File: src/pkg/iss_pkg.sv
// Constants, opcodes, register map and types of the instruction sequencer.
// What this block does
// - Clock from fast or slow internal oscillator
// - Four phases form one instruction cycle
// - PC advances and fetches at first phase
// - Fetch of next overlaps current execution
// - PC-changing instruction flushes, costs one cycle
// - Taken skip discards fetched word, dummy cycle
// - PC increments by one per instruction
// - Jump, call, interrupt, reset load target
// - Twelve-bit PC, low byte software visible
// - Low byte write jumps within page
// - Low byte write inserts one dummy cycle
// - Six-level PC stack, not software visible
// - Call or interrupt acknowledge pushes PC
// - Return pops stack into PC
// - Reset points stack pointer at top
// - Full stack withholds interrupt acknowledge
// - Call on full stack loses oldest
// - Eight-bit ALU, data through accumulator
// - Result to accumulator, status updated except by step ops
// - Add, subtract, adjust, logic, rotate, step
package iss_pkg;
   // Widths
   localparam int PC_W = 12;
   localparam int IW_W = 16;
   localparam int STK_DEPTH = 6;
   // Register offsets on the plain register port
   localparam logic [7:0] REG_PC_LOW = 8'h00;
   localparam logic [7:0] REG_STATUS = 8'h01;
   localparam logic [7:0] REG_ACC = 8'h02;
   localparam logic [7:0] REG_CTRL = 8'h03;
   // Control register fields and reset value
   localparam int CTRL_RUN = 0;
   localparam int CTRL_FAST = 1;
   localparam logic [7:0] CTRL_RST = 8'h03;
   // Status flag positions
   localparam int FLG_C = 0;
   localparam int FLG_AC = 1;
   localparam int FLG_Z = 2;
   localparam int FLG_OV = 3;
   localparam logic [3:0] FLG_RST = 4'h0;
   // Reset and interrupt vectors
   localparam logic [11:0] RESET_VEC = 12'h000;
   localparam logic [11:0] INT_VEC = 12'h004;
   // Instruction classes in word bits 15:12
   localparam logic [3:0] OP_NOP = 4'h0;
   localparam logic [3:0] OP_ALU = 4'h1;
   localparam logic [3:0] OP_JMP = 4'h2;
   localparam logic [3:0] OP_CALL = 4'h3;
   localparam logic [3:0] OP_RET = 4'h4;
   localparam logic [3:0] OP_RET_INT = 4'h5;
   localparam logic [3:0] OP_SZA = 4'h6;
   localparam logic [3:0] OP_SNZA = 4'h7;
   localparam logic [3:0] OP_SIZA = 4'h8;
   localparam logic [3:0] OP_SDZA = 4'h9;
   localparam logic [3:0] OP_PCLA = 4'ha;
   // ALU functions in word bits 11:8
   typedef enum logic [3:0] {
      ALU_ADD = 4'b0000, ALU_ADC = 4'b0001, ALU_SUB = 4'b0010, ALU_SBC = 4'b0011,
      ALU_BCD_ADJ = 4'b0100, ALU_AND = 4'b0101, ALU_OR = 4'b0110, ALU_XOR = 4'b0111,
      ALU_CPL = 4'b1000, ALU_RR = 4'b1001, ALU_RRC = 4'b1010, ALU_RL = 4'b1011,
      ALU_RLC = 4'b1100, ALU_INC = 4'b1101, ALU_DEC = 4'b1110, ALU_MOV = 4'b1111
   } iss_alu_func_type;
   // Instruction cycle phases
   typedef enum logic [1:0] {
      PH_T1 = 2'b00, PH_T2 = 2'b01, PH_T3 = 2'b10, PH_T4 = 2'b11
   } iss_phase_type;
endpackage

File: src/pkg/iss_alu_if.sv
// Carrier between the sequencer and its ALU.
`timescale 1ns/1ps
interface iss_alu_if;
   import iss_pkg::*;
   iss_alu_func_type func; // Operation
   logic [7:0] a; // Accumulator operand
   logic [7:0] b; // Second operand
   logic [3:0] flags_in; // Current status
   logic [7:0] res; // Result
   logic [3:0] flags_out; // Updated status
   modport core (output func, a, b, flags_in, input res, flags_out);
   modport alu (input func, a, b, flags_in, output res, flags_out);
endinterface

File: src/verilog/iss_alu.sv
// Eight-bit combinational ALU with status generation.
`timescale 1ns/1ps
module iss_alu
   import iss_pkg::*;
(
   // Operands and results
   iss_alu_if.alu bus
);
   logic sub_op; // Subtract class
   logic carry_op; // Uses carry in
   logic [7:0] bx; // Second operand, inverted for subtract
   logic ci; // Carry into bit 0
   logic [8:0] sum; // Adder with carry out
   logic [4:0] nib; // Low nibble adder for half carry

   ////////////////////////////////////////////////////////////////////////
   // Shared adder; subtract carry means no borrow
   assign sub_op = (bus.func == ALU_SUB) || (bus.func == ALU_SBC);
   assign carry_op = (bus.func == ALU_ADC) || (bus.func == ALU_SBC);
   assign bx = sub_op ? ~bus.b : bus.b;
   assign ci = carry_op ? bus.flags_in[FLG_C] : sub_op;
   assign sum = {1'b0, bus.a} + {1'b0, bx} + {8'h00, ci};
   assign nib = {1'b0, bus.a[3:0]} + {1'b0, bx[3:0]} + {4'h0, ci};

   ////////////////////////////////////////////////////////////////////////
   // Function select and flag update
   always_comb
   begin
      logic [8:0] d;
      logic [7:0] r;
      logic [3:0] f;
      d = {1'b0, bus.a};
      r = bus.a;
      f = bus.flags_in;
      case (bus.func)
         // Add and subtract, with and without carry
         ALU_ADD, ALU_ADC, ALU_SUB, ALU_SBC:
         begin
            r = sum[7:0];
            f[FLG_C] = sum[8];
            f[FLG_AC] = nib[4];
            f[FLG_OV] = (bus.a[7] == bx[7]) && (r[7] != bus.a[7]);
         end
         // Decimal adjust after a packed BCD add
         ALU_BCD_ADJ:
         begin
            if ((bus.a[3:0] > 4'h9) || bus.flags_in[FLG_AC])
            begin
               d = d + 9'h006;
            end
            if ((d[7:4] > 4'h9) || bus.flags_in[FLG_C] || d[8])
            begin
               d = d + 9'h060;
            end
            r = d[7:0];
            f[FLG_C] = d[8] | bus.flags_in[FLG_C];
         end
         ALU_AND: r = bus.a & bus.b;
         ALU_OR: r = bus.a | bus.b;
         ALU_XOR: r = bus.a ^ bus.b;
         ALU_CPL: r = ~bus.a;
         // Rotations; the carry forms a ninth bit in RRC and RLC
         ALU_RR: r = {bus.a[0], bus.a[7:1]};
         ALU_RL: r = {bus.a[6:0], bus.a[7]};
         ALU_RRC:
         begin
            r = {bus.flags_in[FLG_C], bus.a[7:1]};
            f[FLG_C] = bus.a[0];
         end
         ALU_RLC:
         begin
            r = {bus.a[6:0], bus.flags_in[FLG_C]};
            f[FLG_C] = bus.a[7];
         end
         ALU_INC: r = bus.a + 8'h01;
         ALU_DEC: r = bus.a - 8'h01;
         ALU_MOV: r = bus.b;
         default: r = bus.a;
      endcase
      // Zero follows every result; rotations keep it too, for simplicity
      f[FLG_Z] = (r == 8'h00);
      bus.res = r;
      bus.flags_out = f;
   end
endmodule

File: src/verilog/iss_core.sv
// Instruction sequencer: phases, pipeline, program counter, stack and register port.
`timescale 1ns/1ps
module iss_core
   import iss_pkg::*;
(
   // Clock and reset
   input wire logic sys_clk_i,
   input wire logic rst_i,
   // Program memory
   output logic [11:0] pmem_addr_o,
   input wire logic [15:0] pmem_data_i,
   // Interrupt request logic
   input wire logic int_req_i,
   output logic int_ack_o,
   // Register port
   input wire logic [7:0] reg_addr_i,
   input wire logic [7:0] reg_wdata_i,
   input wire logic reg_wr_i,
   input wire logic reg_rd_i,
   output logic [7:0] reg_rdata_o,
   // Status
   output logic [1:0] phase_o,
   output logic fast_internal_oscillator_o,
   output logic slow_internal_oscillator_o
);
   ////////////////////////////////////////////////////////////////////////
   // Declarations
   iss_phase_type phase_q; // Current phase
   iss_phase_type phase_d;
   logic [11:0] pc_q; // Address being fetched
   logic [11:0] pc_d;
   logic [15:0] ir_q; // Word under execution
   logic ir_valid_q; // Low in a dummy cycle
   logic [7:0] acc_q; // Accumulator
   logic [3:0] flags_q; // Status register
   logic [7:0] ctrl_q; // Run and oscillator select
   logic lowb_pend_q; // Software low byte write waiting
   logic [7:0] lowb_val_q; // Value of that write
   logic [11:0] stk_mem_q [0:STK_DEPTH-1]; // Return addresses
   logic [2:0] stk_wp_q; // Next free slot
   logic [2:0] stk_cnt_q; // Levels in use
   logic [7:0] rdata_q; // Read data
   logic int_ack_q; // Acknowledge pulse
   logic [1:0] phase_out_q; // Phase seen outside
   logic fast_q; // Fast oscillator select
   logic slow_q; // Slow oscillator select

   // Decode wires
   logic run; // Sequencer enabled
   logic boundary; // Last phase of an instruction cycle
   logic [3:0] op; // Instruction class
   logic exec; // A real instruction is executing
   logic is_jmp, is_call, is_ret, is_pcla, is_alu, is_step;
   logic instr_redir; // Instruction changes the PC
   logic skip_take; // Taken conditional skip
   logic lowb_take; // Software low byte write applied now
   logic stk_full; // All six levels used
   logic int_take; // Interrupt acknowledged now
   logic redirect; // Fetched word must be flushed
   logic [11:0] target; // New PC on redirect
   logic [11:0] stk_top; // Most recent saved PC
   logic push, pop;
   logic [7:0] rd_mux; // Read selection

   iss_alu_if alu_if ();

   // Wrap a stack index one slot back
   function automatic logic [2:0] stk_prev(input logic [2:0] i);
      stk_prev = (i == 3'd0) ? 3'(STK_DEPTH - 1) : i - 3'd1;
   endfunction

   // Wrap a stack index one slot forward
   function automatic logic [2:0] stk_next(input logic [2:0] i);
      stk_next = (i == 3'(STK_DEPTH - 1)) ? 3'd0 : i + 3'd1;
   endfunction

   ////////////////////////////////////////////////////////////////////////
   // Phase generator; a cleared run bit freezes the sequence in place
   assign run = ctrl_q[CTRL_RUN];
   assign boundary = run && (phase_q == PH_T4);

   always_comb
   begin
      phase_d = phase_q;
      if (run)
      begin
         case (phase_q)
            PH_T1: phase_d = PH_T2;
            PH_T2: phase_d = PH_T3;
            PH_T3: phase_d = PH_T4;
            PH_T4: phase_d = PH_T1;
            default: phase_d = PH_T1;
         endcase
      end
   end

   ////////////////////////////////////////////////////////////////////////
   // Instruction decode
   assign op = ir_q[15:12];
   assign exec = ir_valid_q;
   assign is_jmp = exec && (op == OP_JMP);
   assign is_call = exec && (op == OP_CALL);
   assign is_ret = exec && ((op == OP_RET) || (op == OP_RET_INT));
   assign is_pcla = exec && (op == OP_PCLA);
   assign is_alu = exec && (op == OP_ALU);
   assign is_step = exec && ((op == OP_SIZA) || (op == OP_SDZA));
   assign instr_redir = is_jmp || is_call || is_ret || is_pcla;

   // ALU operands: class ALU takes an immediate, step ops use inc or dec
   assign alu_if.func = is_alu ? iss_alu_func_type'(ir_q[11:8]) : ((op == OP_SDZA) ? ALU_DEC : ALU_INC);
   assign alu_if.a = acc_q;
   assign alu_if.b = ir_q[7:0];
   assign alu_if.flags_in = flags_q;

   iss_alu u_alu (
      .bus (alu_if)
   );

   // Skip decisions look at the accumulator or the stepped value
   assign skip_take = exec && (((op == OP_SZA) && (acc_q == 8'h00))
                               || ((op == OP_SNZA) && (acc_q != 8'h00))
                               || (is_step && (alu_if.res == 8'h00)));

   ////////////////////////////////////////////////////////////////////////
   // Redirect arbitration: instruction first, then software write, then
   // interrupt. Interrupts wait out dummy cycles so the return address is
   // always the flushed word's own address.
   assign stk_full = (stk_cnt_q == 3'(STK_DEPTH));
   // A taken skip defers the write to the dummy cycle, so the skip keeps its own PC step
   assign lowb_take = lowb_pend_q && !instr_redir && !skip_take;
   assign int_take = int_req_i && exec && !instr_redir && !skip_take && !lowb_pend_q && !stk_full;
   assign redirect = instr_redir || lowb_take || int_take;
   assign stk_top = stk_mem_q[stk_prev(stk_wp_q)];
   assign push = boundary && (is_call || int_take);
   assign pop = boundary && is_ret;

   always_comb
   begin
      target = pc_q + 12'h001;
      if (is_jmp || is_call)
      begin
         target = ir_q[11:0];
      end
      else if (is_ret)
      begin
         target = stk_top;
      end
      else if (is_pcla)
      begin
         target = {pc_q[11:8], acc_q};
      end
      else if (lowb_take)
      begin
         target = {pc_q[11:8], lowb_val_q};
      end
      else if (int_take)
      begin
         target = INT_VEC;
      end
   end

   // Next fetch address at the start of the coming first phase
   assign pc_d = redirect ? target : pc_q + 12'h001;

   ////////////////////////////////////////////////////////////////////////
   // Phase and pipeline registers
   always_ff @(posedge sys_clk_i or posedge rst_i)
   begin
      if (rst_i)
      begin
         phase_q <= PH_T1;
         pc_q <= RESET_VEC;
         ir_q <= 16'h0000;
         ir_valid_q <= 1'b0;
      end
      else
      begin
         phase_q <= phase_d;
         if (boundary)
         begin
            pc_q <= pc_d;
            ir_q <= pmem_data_i;
            ir_valid_q <= !(redirect || skip_take);
         end
      end
   end

   ////////////////////////////////////////////////////////////////////////
   // Accumulator and status; only the execute boundary writes them
   always_ff @(posedge sys_clk_i or posedge rst_i)
   begin
      if (rst_i)
      begin
         acc_q <= 8'h00;
         flags_q <= FLG_RST;
      end
      else if (boundary && (is_alu || is_step))
      begin
         acc_q <= alu_if.res;
         if (is_alu)
         begin
            flags_q <= alu_if.flags_out;
         end
      end
   end

   ////////////////////////////////////////////////////////////////////////
   // Return stack, circular: a push when full overwrites the oldest slot
   always_ff @(posedge sys_clk_i or posedge rst_i)
   begin
      if (rst_i)
      begin
         stk_wp_q <= 3'd0;
         stk_cnt_q <= 3'd0;
      end
      else if (push)
      begin
         stk_wp_q <= stk_next(stk_wp_q);
         if (!stk_full)
         begin
            stk_cnt_q <= stk_cnt_q + 3'd1;
         end
      end
      else if (pop)
      begin
         stk_wp_q <= stk_prev(stk_wp_q);
         if (stk_cnt_q != 3'd0)
         begin
            stk_cnt_q <= stk_cnt_q - 3'd1;
         end
      end
   end

   // Stack storage has no reset; contents are undefined until pushed
   always_ff @(posedge sys_clk_i)
   begin
      if (push)
      begin
         stk_mem_q[stk_wp_q] <= pc_q;
      end
   end

   ////////////////////////////////////////////////////////////////////////
   // Register port; the stack has no address, unmapped reads give zero
   always_comb
   begin
      case (reg_addr_i)
         REG_PC_LOW: rd_mux = pc_q[7:0];
         REG_STATUS: rd_mux = {4'h0, flags_q};
         REG_ACC: rd_mux = acc_q;
         REG_CTRL: rd_mux = ctrl_q;
         default: rd_mux = 8'h00;
      endcase
   end

   // Software writes; a low byte write waits for a boundary with no PC-changing
   // instruction or taken skip, and a new write in that same cycle keeps the request alive
   always_ff @(posedge sys_clk_i or posedge rst_i)
   begin
      if (rst_i)
      begin
         ctrl_q <= CTRL_RST;
         lowb_pend_q <= 1'b0;
         lowb_val_q <= 8'h00;
         rdata_q <= 8'h00;
      end
      else
      begin
         rdata_q <= reg_rd_i ? rd_mux : 8'h00;
         if (reg_wr_i && (reg_addr_i == REG_CTRL))
         begin
            ctrl_q <= reg_wdata_i;
         end
         if (reg_wr_i && (reg_addr_i == REG_PC_LOW))
         begin
            lowb_pend_q <= 1'b1;
            lowb_val_q <= reg_wdata_i;
         end
         else if (boundary && lowb_take)
         begin
            lowb_pend_q <= 1'b0;
         end
      end
   end

   ////////////////////////////////////////////////////////////////////////
   // Output flops
   always_ff @(posedge sys_clk_i or posedge rst_i)
   begin
      if (rst_i)
      begin
         int_ack_q <= 1'b0;
         phase_out_q <= PH_T1;
         fast_q <= 1'b1;
         slow_q <= 1'b0;
      end
      else
      begin
         int_ack_q <= boundary && int_take;
         phase_out_q <= phase_d;
         fast_q <= ctrl_q[CTRL_FAST];
         slow_q <= !ctrl_q[CTRL_FAST];
      end
   end

   assign pmem_addr_o = pc_q;
   assign int_ack_o = int_ack_q;
   assign reg_rdata_o = rdata_q;
   assign phase_o = phase_out_q;
   assign fast_internal_oscillator_o = fast_q;
   assign slow_internal_oscillator_o = slow_q;
endmodule
File: config.mk
export PLATFORM = sky130hd
export DESIGN_NAME = iss_core
export DESIGN_NICKNAME = d
export VERILOG_FILES = /design/src/pkg/iss_pkg.sv /design/src/pkg/iss_alu_if.sv /design/src/verilog/iss_alu.sv /design/src/verilog/iss_core.sv
export SDC_FILE = /design/constraint.sdc
export NUM_CORES = 1
export LEC_CHECK = 0
export BUFFER_PORTS_ARGS = -buffer_cell sky130_fd_sc_hd__buf_4
export CAP_MARGIN = 25
export CORE_ASPECT_RATIO = 1.25
export CORE_MARGIN = 5
export CORE_UTILIZATION = 61
export DETAILED_ROUTE_END_ITERATION = 8
export PLACE_DENSITY = 0.83
export SKIP_LAST_GASP = 1
export SLEW_MARGIN = 40
export SYNTH_ARGS = -nofsm -noshare
export SYNTH_HDL_FRONTEND = slang
export SYNTH_SLANG_ARGS = --single-unit
File: constraint.sdc
create_clock -name sys_clk_i -period 8.2 [get_ports sys_clk_i]
set_input_delay 2.05 -clock sys_clk_i [delete_from_list [all_inputs] [get_ports sys_clk_i]]
set_output_delay 2.05 -clock sys_clk_i [all_outputs]
set_load 0.01 [all_outputs]
==> flow_metrics.py <==
metrics = {
    "route": {
        "viasPerCell": 6.70,
        "antenna_left": 0,
        "drt_first_pass_iters": 6,
        "route.vias.total": 7375,
        "initialDrtViolationCount": 807,
        "drc_errors": 0,
        "routedWlPerCell_um": 24.7,
        "wirelength_mm": 27.2,
    },
    "clocking": {
        "ctsRootBufferMaster": "clkbuf_16",
        "clockBufferDepth": 2,
        "postCtsResizedCells": 0,
        "cts.sinks": 149,
        "cts_tree": "done",
        "clock_latency_ps": 440,
        "cts_hold_buf": 0,
        "numCtsBuffers": 17,
        "cts-htree-levels": 4,
        "clk_pin_slew_ps": 70,
        "post_cts_buffers": 0,
    },
    "sta": {
        "finalSetupTns_ps": 0,
        "finalCritPeriodShare": 0.721,
        "rsz0062_at_grt": "no",
        "maxSlewViolCount": 0,
        "worst_slew_pin_slew_ps": 754,
        "hold_viol_final": 0,
        "post-route-min-period_ps": 5920,
        "fmax_mhz": 169,
        "relSlewSlack": 0.497,
        "setup_viol": 0,
        "finClkSkew_ps": 9.04,
        "fin_ws_ps": 2280,
        "hold_ws_ps": 391,
    },
    "min_path": {
        "hp-class": "reg -> reg",
        "worstHoldPathCells": 0,
    },
    "logic_synthesis": {
        "ys_types": 81,
        "synthesis.instances": 867,
        "seq_area_frac_synth": 0.457,
        "syn_nets": 938,
        "ys_async_sr_fraction": 0.517,
        "synthFlopType": "dfrtp_1",
        "yosysWarnings": 0,
        "ys_ff_latch": 149,
        "syn-cell-area_mm2": 0.00896,
        "synth.avg_cell_area_um2": 10.3,
        "synth_edf_count": 72,
    },
    "cells_and_area": {
        "antenna_cells": 0,
        "drive_gt1_frac": 0.203,
        "most-common-layout-cells": "98 x nand2_1, 74 x dfrtp_1, 72 x edfxtp_1",
        "final_common_cell": "nand2_1",
        "areaGrowthSynthToFinish_pct": 13.7,
        "fill_cells": 1043,
        "multiInputGateArea_mm2": 0.00459,
        "fin_nets": 980,
        "seqCellArea_mm2": 0.00409,
        "final_area_mm2": 0.0102,
    },
    "floorplan": {
        "initial_utilization": 0.622,
        "die_area_mm2": 0.0172,
        "io_pins": 62,
        "die-height_um": 146,
        "rows": 49,
        "die_x_um": 118,
        "coreArea_mm2": 0.0144,
    },
    "setup_path": {
        "worst-path-max-fanout": 13,
        "rr_worst_depth": 18,
        "path_class": "reg -> reg",
        "arrival_ps": 5980,
        "startpoint_type": "flip-flop",
        "end_kind": "flip-flop",
        "worstPathRequired_ps": 8270,
    },
    "grt": {
        "grt.overflow.total": 0,
        "grt_max_degree": 78,
        "track_usage": 0.317,
        "antenna_found_initial": 0,
        "grt_pass1_wl_mm": 42.2,
        "grt_pass1_vias": 7362,
    },
    "pwr": {
        "ir_worst_vdd_mv": 0.301,
        "p_per_area_mw_per_mm2": 185,
        "leakagePower_nw": 3.91,
    },
    "placement": {
        "hpwl_mm": 19.5,
        "io_buffers": 61,
        "globalplace.congestion": 0.976,
        "pre_cts_ws_ps": 2180,
        "placed_area_mm2": 0.00958,
    },
    "run_status": {
        "outcome": "completed",
    },
    "flow_run": {
        "maxCapViolations": 0,
    },
}
[critical path, cell delays in order, from the launching register on]
cell and delay [ps]:
dfrtp_1 560, or2_2 400, nor4_1 240, buf_4 270, nand3_1 400, xnor2_1 280
fa_1 430, inv_1 80, fa_1 200, nor2b_1 50, o21ai_0 150, nand2b_1 110
and2_1 200, o31a_1 250, a21oi_1 280, a2bb2oi_4 330, o21ai_2 240, nand2b_1 390
nor3b_4 650
[where the power goes]
group	internal [mW]	switching [mW]	total, mW
clock	0.413	0.375	0.788
sequential	0.819	0.0721	0.891
combinational	0.0960	0.111	0.207
total	1.33	0.558	1.89
[final cells by class]
class	count	share of cell area
Clock buffer	17	0.0417
Inverter	36	0.0134
Sequential cell	149	0.402
Tap cell	178	0.0219
Multi-Input combinational cell	633	0.451
Timing Repair Buffer	72	0.0534
Clock inverter	15	0.0173
[registers in the layout (all words and copies together) (netlist names), 2 cells and up]
| signal | count |
|---|---|
| stk_cnt_q | 3 |
| phase_o | 2 |
| stk_wp_q | 3 |
| pmem_addr_o | 12 |
| lowb_val_q | 8 |
| stk_mem_q | 72 |
| reg_rdata_o | 8 |
| ir_q | 16 |
| ctrl_q | 8 |
| alu_if.flags_in | 4 |
| acc_q | 8 |
[cells by family after synthesis]
kind of cell / Yosys count / share of synthesized area
muxes: 63 / 0.0961
AOI/OAI and AO/OA: 213 / 0.162
xor gates and xnor gates: 33 / 0.0323
and+or+nand+nor: 290 / 0.164
buffers and inverters: 85 / 0.0390
adders and majority gates: 34 / 0.0500
DFF: 149 / 0.457
[Yosys cell counts (4+ instances only)]
cell,n,area (um2)
a211oi_1,9,67.6
o21ai_0,61,305
nand4_1,9,56.3
nor2b_1,11,68.8
mux2i_1,23,230
o21a_1,4,30.0
mux2_2,24,270
dfrtp_1,74,1850
or3_1,4,25.0
nor2_1,49,184
mux4_2,16,360
nand2_1,98,368
and3_1,19,119
nand2b_1,13,81.3
nor4b_1,4,35.0
nand3_1,18,90.1
a21o_1,4,30.0
a221oi_1,7,61.3
o22ai_1,7,43.8
o211ai_1,4,30.0
a31oi_1,6,37.5
o31ai_1,5,37.5
a21oi_1,48,240
nor3_1,30,150
xnor2_1,26,228
or2_2,5,31.3
xor2_1,7,61.3
buf_2,6,30.0
a22oi_1,8,60.1
inv_1,34,128
buf_4,4,30.0
clkbuf_1,35,131
nor3b_1,4,30.0
a222oi_1,7,70.1
edfxtp_1,72,2160
ha_1,31,388
[worst paths after layout]
| path | slack, ps | startpoint | to |
|---|---|---|---|
| min in group asynchronous | 1790 | rst_i | reg_rdata_o[5] |
| max reg2reg | 2280 | ir_q[15] | stk_mem_q[1][5] |
| max | 2280 | ir_q[15] | stk_mem_q[1][5] |
| min reg2reg | 390 | ctrl_q[1] | fast_internal_oscillator_o |
| max in group asynchronous | 5890 | rst_i | ir_q[12] |
| min | 390 | ctrl_q[1] | fast_internal_oscillator_o |
[per-layer routing]
metal | track usage | wire length, um
met1 | 0.380 | 9860
met2 | 0.555 | 14300
met3 | 0.0482 | 1680
met4 | 0.157 | 1330
met5 | 0 | 0
[stage by stage]
stage	power (mW)	cells	utilization
floorplan	1.02	867	-
global placement	1.10	1068	0.662
detailed placement	1.11	1068	0.665
CTS	1.89	1100	0.706
global route	1.95	1100	0.707
finish	1.89	1100	0.707
No activity file was read; power rests on OpenSTA's default activity.
